### src/srd_pkg.sv
package srd_pkg;
  localparam logic [7:0] ROUTE_ADDR = 8'h30;
  localparam logic [7:0] DEWET_ADDR = 8'h31;
  localparam int SENT_LANES = 4;
  localparam int LAMBDA_LANES = 4;
  // Routing register field positions
  localparam int EVEN_BIT = 13;
  localparam int ODD_BIT = 12;
  localparam int FILT_LSB = 8;
  localparam int AOUT_LSB = 4;
  localparam int SENT_LSB = 0;
  // Dewetting register field positions
  localparam int LAMBDA_LSB = 9;
  localparam int DWT_LSB = 5;
  localparam int VARIABLE_VOLTAGE_SOURCE_LSB = 0;
  // Reset values
  localparam logic EVEN_RST = 1'b1;
  localparam logic ODD_RST = 1'b0;
  localparam logic [3:0] AOUT_RST = 4'h0;
  localparam logic [3:0] SENT_RST = 4'h0;
  localparam logic [3:0] LAMBDA_RST = 4'h0;
  localparam logic [2:0] DWT_RST = 3'h0;
  localparam logic [4:0] VARIABLE_VOLTAGE_SOURCE_RST = 5'h00;
  // Analog output source codes
  localparam logic [3:0] AOUT_HIZ = 4'h0;
  localparam logic [3:0] AOUT_CH_MAX = 4'hC;
  localparam logic [3:0] AOUT_BANDGAP = 4'hD;
  localparam logic [3:0] AOUT_ADCREF = 4'hE;
  localparam logic [3:0] AOUT_RELPOS = 4'hF;
  // Variable voltage: mV = base + step*code, saturating
  localparam int VARIABLE_VOLTAGE_SOURCE_BASE_MV = 800;
  localparam int VARIABLE_VOLTAGE_SOURCE_STEP_MV = 50;
  localparam logic [4:0] VARIABLE_VOLTAGE_SOURCE_SAT_CODE = 5'h16;
  localparam logic [10:0] VARIABLE_VOLTAGE_SOURCE_MAX_MV = 11'd1900;
  // Dewetting durations in ms
  localparam int DWT_MS_0 = 2;
  localparam int DWT_MS_1 = 16;
  localparam int DWT_MS_2 = 64;
  // Pull selection code for lambda mode
  localparam logic [2:0] PULL_LAMBDA = 3'h7;

  typedef enum logic [1:0] {SRD_CS_DEFAULT, SRD_CS_HIZ, SRD_CS_PU250_5V} srd_cs_t;

  typedef struct packed {
    logic       evenSel;
    logic       oddSel;
    logic [3:0] filterEn;
    logic [3:0] aoutSel;
    logic [3:0] sentEn;
    logic [3:0] lambdaEn;
    logic [2:0] dwtSel;
    logic [4:0] vvarCode;
  } srd_cfg_t;

  typedef struct packed {
    logic       wrEn;
    logic [7:0] addr;
    logic [15:0] wdata;
  } srd_wr_t;
endpackage

### src/srd_config.sv
// Summary of operation
// (RL1) Bit 13 picks the control origin for even self-selected channels, 0 reluctance, 1 config bit, reset 1.
// (RL2) Bit 12 makes the same choice for odd channels and resets to 0.
// (RL3) Bits 11:8 enable a 1 us filter per SENT channel, resetting to the SENT enable reset value.
// (RL4) Bits 7:4 pick the analog output source: high-Z, channels 1-12, bandgap, ADC reference, reluctance input.
// (RL5) Bits 3:0 enable SENT on channels 1 to 4 and reset to zero.
// (RL6) Dewetting register bits 12:9 enable binary lambda mode on channels 9 to 12, reset zero.
// (RL7) Bits 7:5 set the dewetting time from 2 ms to 2048 ms, reset 000.
// (RL8) Bits 4:0 set the variable voltage at 800 mV plus 50 mV per code step.
// (RL9) Codes 10110 and above saturate at 1900 mV.
// (RL10) Each dewetting register write resets the current-source setup of channels 9 to 12.
// (RL11) That default is a 250 uA pull-up to 5 V with lambda mode on, else high impedance.
// (RL12) A channel selecting itself as control takes reluctance path or config bit per odd/even bit.
// (RL13) In lambda mode pull code 111 means pull-up to variable voltage if control is 1, else to 5 V.
// (RL14) Reserved bits read as zero and ignore writes.
module srd_config (
  input  wire logic             clk,
  input  wire logic             arst_n,
  input  wire srd_pkg::srd_wr_t wrReq,
  input  wire logic [7:0]       rdAddr,
  input  wire logic [3:0]       chanNum,
  input  wire logic [3:0]       ctrlInputSel,
  input  wire logic             reluctancePath,
  input  wire logic             ctrlCfgBit,
  input  wire logic [2:0]       pullSel,
  output logic      [15:0]      rdData,
  output srd_pkg::srd_cfg_t     cfg,
  output logic      [10:0]      varVoltageMv,
  output logic                  csDefaultLoad,
  output srd_pkg::srd_cs_t [3:0] csDefault,
  output logic                  selfCtrlSignal,
  output logic                  lambdaPullVvar
);
  import srd_pkg::*;

  typedef struct packed {
    srd_cfg_t         cfg;
    logic [15:0]      rdData;
    logic [10:0]      mv;
    logic             csLoad;
    srd_cs_t [3:0]    csDef;
    logic             selfCtrl;
    logic             pullVvar;
  } srd_state_t;

  srd_state_t state;
  srd_state_t next_state;
  logic [10:0] decMv;
  logic [15:0] routeWord;
  logic [15:0] dewetWord;
  logic        ctrlOrigin;

  srd_variable_voltage_source_decode uDec (
    .code    (next_state.cfg.vvarCode),
    .levelMv (decMv)
  );

  always_comb begin
    routeWord = '0;
    dewetWord = '0;
    // Reserved positions stay zero [RL14]
    routeWord[EVEN_BIT] = state.cfg.evenSel;
    routeWord[ODD_BIT] = state.cfg.oddSel;
    routeWord[FILT_LSB +: 4] = state.cfg.filterEn;
    routeWord[AOUT_LSB +: 4] = state.cfg.aoutSel;
    routeWord[SENT_LSB +: 4] = state.cfg.sentEn;
    dewetWord[LAMBDA_LSB +: 4] = state.cfg.lambdaEn;
    dewetWord[DWT_LSB +: 3] = state.cfg.dwtSel;
    dewetWord[VARIABLE_VOLTAGE_SOURCE_LSB +: 5] = state.cfg.vvarCode;
    // Control origin for self-selected channels; even/odd by LSB [RL1] [RL2] [RL12]
    ctrlOrigin = chanNum[0] ? state.cfg.oddSel : state.cfg.evenSel;
  end

  always_comb begin
    next_state = state;
    next_state.csLoad = 1'b0;
    if (wrReq.wrEn && wrReq.addr == ROUTE_ADDR) begin
      next_state.cfg.evenSel = wrReq.wdata[EVEN_BIT];             // [RL1]
      next_state.cfg.oddSel = wrReq.wdata[ODD_BIT];               // [RL2]
      next_state.cfg.filterEn = wrReq.wdata[FILT_LSB +: 4];       // [RL3]
      next_state.cfg.aoutSel = wrReq.wdata[AOUT_LSB +: 4];        // [RL4]
      next_state.cfg.sentEn = wrReq.wdata[SENT_LSB +: 4];         // [RL5]
    end
    if (wrReq.wrEn && wrReq.addr == DEWET_ADDR) begin
      next_state.cfg.lambdaEn = wrReq.wdata[LAMBDA_LSB +: 4];     // [RL6]
      next_state.cfg.dwtSel = wrReq.wdata[DWT_LSB +: 3];          // [RL7]
      next_state.cfg.vvarCode = wrReq.wdata[VARIABLE_VOLTAGE_SOURCE_LSB +: 5];       // [RL8]
      // Any write reverts channels 9-12, using the newly written lambda bits [RL10]
      next_state.csLoad = 1'b1;
      for (int i = 0; i < LAMBDA_LANES; i++) begin
        next_state.csDef[i] = wrReq.wdata[LAMBDA_LSB + i] ? SRD_CS_PU250_5V
                                                          : SRD_CS_HIZ; // [RL11]
      end
    end
    next_state.mv = decMv;                                        // [RL9]
    case (rdAddr)
      ROUTE_ADDR: next_state.rdData = routeWord;
      DEWET_ADDR: next_state.rdData = dewetWord;
      default:    next_state.rdData = 16'h0000;
    endcase
    next_state.selfCtrl = (ctrlInputSel == chanNum) && (chanNum != 4'h0)
                          ? (ctrlOrigin ? ctrlCfgBit : reluctancePath) : 1'b0; // [RL12]
    // Lambda-mode pull target; chanNum 9..12 maps to lane 0..3 [RL13]
    next_state.pullVvar = 1'b0;
    if (chanNum >= 4'h9 && chanNum <= AOUT_CH_MAX && pullSel == PULL_LAMBDA) begin
      next_state.pullVvar = state.cfg.lambdaEn[2'(chanNum - 4'h9)] && next_state.selfCtrl;
    end
  end

  always_ff @(posedge clk or negedge arst_n) begin
    if (!arst_n) begin
      state.cfg.evenSel <= EVEN_RST;
      state.cfg.oddSel <= ODD_RST;
      state.cfg.filterEn <= SENT_RST;   // Tracks SENT enable reset value
      state.cfg.aoutSel <= AOUT_RST;
      state.cfg.sentEn <= SENT_RST;
      state.cfg.lambdaEn <= LAMBDA_RST;
      state.cfg.dwtSel <= DWT_RST;
      state.cfg.vvarCode <= VARIABLE_VOLTAGE_SOURCE_RST;
      state.rdData <= 16'h0000;
      state.mv <= 11'(VARIABLE_VOLTAGE_SOURCE_BASE_MV);
      state.csLoad <= 1'b0;
      state.csDef <= {4{SRD_CS_DEFAULT}};
      state.selfCtrl <= 1'b0;
      state.pullVvar <= 1'b0;
    end else begin
      state <= next_state;
    end
  end

  assign rdData = state.rdData;
  assign cfg = state.cfg;
  assign varVoltageMv = state.mv;
  assign csDefaultLoad = state.csLoad;
  assign csDefault = state.csDef;
  assign selfCtrlSignal = state.selfCtrl;
  assign lambdaPullVvar = state.pullVvar;
endmodule

### src/srd_variable_voltage_source_decode.sv
module srd_variable_voltage_source_decode (
  input  wire logic [4:0]  code,
  output logic      [10:0] levelMv
);
  import srd_pkg::*;
  // Saturating level decode [RL8] [RL9]
  always_comb begin
    if (code >= VARIABLE_VOLTAGE_SOURCE_SAT_CODE) begin
      levelMv = VARIABLE_VOLTAGE_SOURCE_MAX_MV;
    end else begin
      levelMv = 11'(VARIABLE_VOLTAGE_SOURCE_BASE_MV + VARIABLE_VOLTAGE_SOURCE_STEP_MV * int'(code));
    end
  end
endmodule
### config.mk
export PLATFORM = sky130hd
export DESIGN_NAME = srd_config
export DESIGN_NICKNAME = d
export VERILOG_FILES = /design/src/srd_pkg.sv /design/src/srd_config.sv /design/src/srd_variable_voltage_source_decode.sv
export SDC_FILE = /design/constraint.sdc
export NUM_CORES = 1
export LEC_CHECK = 0
export BUFFER_PORTS_ARGS = -buffer_cell sky130_fd_sc_hd__buf_2
export CAP_MARGIN = 20
export CELL_PAD_IN_SITES_DETAIL_PLACEMENT = 1
export CELL_PAD_IN_SITES_GLOBAL_PLACEMENT = 1
export CORE_MARGIN = 2
export CORE_UTILIZATION = 30
export DETAILED_ROUTE_END_ITERATION = 7
export PLACE_DENSITY = 0.76
export SYNTH_ARGS = -nofsm -noshare
export SYNTH_HDL_FRONTEND = slang
export SYNTH_SLANG_ARGS = --single-unit
### constraint.sdc
create_clock -name clk -period 4.3 [get_ports clk]
set_clock_uncertainty 0.05 [all_clocks]
set_input_delay 0.215 -clock clk [delete_from_list [all_inputs] [get_ports clk]]
set_output_delay 0.215 -clock clk [all_outputs]
set_load 0.01 [all_outputs]
==> out/summary.txt <==
Status: finished with violations
Failing checks: hold timing
FP Rows: 34
Post-cts gate resize count: 0
Multi-input logic area: 1210 sq um
# hold bufs at CTS: 0
Relative slew slack: 0.403
Port Buffers: 106
Fillers: 1011
Initial antenna violation count: 0
Synth Cell Area: 2750 sq um
TritonRoute pass-1 iters: 4
Vias/cell: 4.82
Slowest Stage Delay on Critical Path: 460 ps
Synth Area per Inst: 11.6 sq um
Worst vdd ir: 197 uV
WP data required: 4450 ps
Synth-to-layout area growth: 31.0%
First-pass GRT wire length: 12.3 mm
Met3 Track Usage GR: 0.0464
Setup crit end kind: register
Yosys reg bits: 57
# DRC: 0
Yosys warns: 0
Nets: 415
Layout cells sized above 1: 0.436
Remaining antenna violation count after routing: 0
RSZ-0062 raised after global routing: false
Worst-path clk slew: 80 ps
Dpl hpwl: 5.53 mm
Crit path arrival time: 3830 ps
DIE AREA: 9950 sq um
Chip width: 99.7 um
Measured slew at the worst slew-check pin: 894 ps
GRT busiest layer: met2
Worst skew pair latency: 330 ps
Critical path's slowest cell: clkinv_1
TNS Setup: 0 ps
Leakage power: 2.10 nW
Worst R2R Path Depth: 10
Hold Crit Class: input pin to asynchronous set/reset pin
Top Ports: 112
Cts bufs inserted: 9
Fmax: 272 MHz
Overflow after GRT: 0
Hold_ws: -46.7 ps
Post-synthesis cell count: 237
Critical R2R Launch: cfg[3]
DIE HEIGHT: 99.7 um
Routed wire per std cell: 16.5 um
Fin util: 0.409
Core Area: 8810 sq um
Vias: 2221
Global Route met1 Usage: 0.205
Total GRT Usage: 0.162
Root buf cell: clkbuf_8
Worst reg2reg path endpoint: varVoltageMv[10]
Post-synthesis sequential area ratio: 0.520
Reg area: 1430 sq um
TritonCTS clock tree: done
Largest net degree at the start of global routing: 58
Setup bufs post-CTS: 0
H-tree levels: 3
Power Density: 360 nW/um^2
Global placer's final weighted congestion: 0.764
Final hold vios: 23
Max Slew Vio Count: 0
CP Class: input pin to register
Ant diodes: 0
Initial Util: 0.312
Fin crit share: 0.856
Synth unique cells: 40
R2R Setup Slk: 1170 ps
Final setup fails: 0
Routed Wire Length: 7.62 mm
Vias in the first global route: 2411
CTS max path bufs: 2
CTS Sinks: 57
Crit-path max FO: 9
Met2 Use GR: 0.266
CP Cell Sequence: buf_2, and4bb_2, nand3_1, clkinv_1, nand2_1, nand2_1, ha_1, xnor2_1, ha_1, fa_1, a21o_1, a21oi_1, xnor2_1, nor4_1, o21ai_0
Startpoint types: input pin
MaxCap Viol Count: 0
Tmin final: 3680 ps
Iter 0 DRT Violations: 61
[state kept, by name, summed over array words and instances, names as in the netlist]
name / cells
csDefault: 4
selfCtrlSignal: 1
rdData: 14
varVoltageMv: 10
csDefaultLoad: 1
cfg: 26
lambdaPullVvar: 1
[per-layer routing]
layer	routed length, um	part of all wire
met5	0	0
met4	96	0.013
met1	3320	0.44
met2	3760	0.49
met3	442	0.058
[cells in the mapped netlist (all sizes together)]
cell type  instances  area [sq um]
a211oi             2          27.5
a21o               3          22.5
a21oi              6          33.8
a221o              1          10.0
a22o              12           105
a31oi              1          6.26
and2               4          25.0
and3               3          18.8
and4bb             1          12.5
buf               10          72.6
clkbuf             3          11.3
clkinv             1          3.75
conb               1          3.75
dfrtp             53          1330
dfstp              4           105
fa                 1          20.0
ha                18           225
inv                7          26.3
mux2              17           191
mux2i              4          40.0
mux4               1          22.5
nand2             33           124
nand2b             3          18.8
nand3              7          35.0
nand4              2          12.5
nor2               9          36.3
nor2b              1          6.26
nor3               4          20.0
nor4               2          12.5
nor4b              1          15.0
o21ai              8          40.0
o311ai             1          8.76
o31a               1          8.76
or3                1          6.26
xnor2              8          70.1
xor2               3          26.3
[worst max-delay path by stage]
stage / startpoint / to / cells after the start
2_1_floorplan: wrReq[23] / varVoltageMv[9] / 12
3_3_place_gp: wrReq[21] / varVoltageMv[10] / 15
3_5_place_dp: wrReq[21] / varVoltageMv[10] / 15
4_1_cts: wrReq[21] / varVoltageMv[10] / 15
5_1_grt: wrReq[21] / varVoltageMv[10] / 15
6_report: wrReq[21] / varVoltageMv[10] / 15
[where the power goes]
part / switching [mW] / leakage (nW) / internal (mW)
Clock: 0.242 / 0.110 / 0.332
Combinational: 0.0797 / 1.21 / 0.0648
Sequential: 0.0159 / 0.774 / 0.563
[layout by cell type (no fill, tap or decap), drive strengths merged, types with 2 or more instances in the layout]
master  instances
nor2            9
mux2i           4
nor4            2
nand2          33
inv             9
buf           111
nand4           2
conb            3
ha             18
xor2            3
bufinv          2
clkbuf          9
dfrtp          53
nor3            4
nand3           7
clkinv          3
mux2           17
dfstp           4
o21ai           8
a21o            3
a211oi          2
nand2b          3
and2            4
a22o           12
and3            3
xnor2           8
a21oi           6
[through the flow]
stage	hold slack [ps]	area, sq um	std cells	setup slack [ps]	total power [mW]
after floorplan	-131	2760	239	1110	0.659
after global placement	353	3370	444	460	0.730
final	-46.7	3600	461	619	1.30
after CTS	1.94	3600	460	655	1.32
after global routing	31.2	3600	461	315	1.37
after detailed placement	373	3370	444	293	0.737
[worst max-delay path: cells and delay by family]
family / cells / cell delay, ps
xor gates and xnor gates: 2 / 280
buffers and inverters: 2 / 550
AOI/OAI and AO/OA: 3 / 490
adders and majority gates: 3 / 960
and+or+nand+nor: 5 / 1310
[cell families after synthesis]
group                    Yosys count  synth area share
XOR/XNOR                          11            0.0350
multiplexers                      22            0.0924
AND/OR/NAND/NOR                   71             0.125
flip-flops                        57             0.520
adder cells (fa/ha/maj)           19            0.0892
buffers and inverters             21            0.0414
other                              1           0.00136
AO/OA/AOI/OAI                     35            0.0955
[cell type report]
| type | instances | area share |
|---|---|---|
| clock buffers | 9 | 0.0344 |
| clock inverters | 7 | 0.0285 |
| inverters | 8 | 0.00833 |
| multi-input cells | 161 | 0.336 |
| flip-flops and latches | 57 | 0.397 |
| well taps | 108 | 0.0375 |
| repair buffers | 111 | 0.158 |
(Power assumes the default switching activity.)
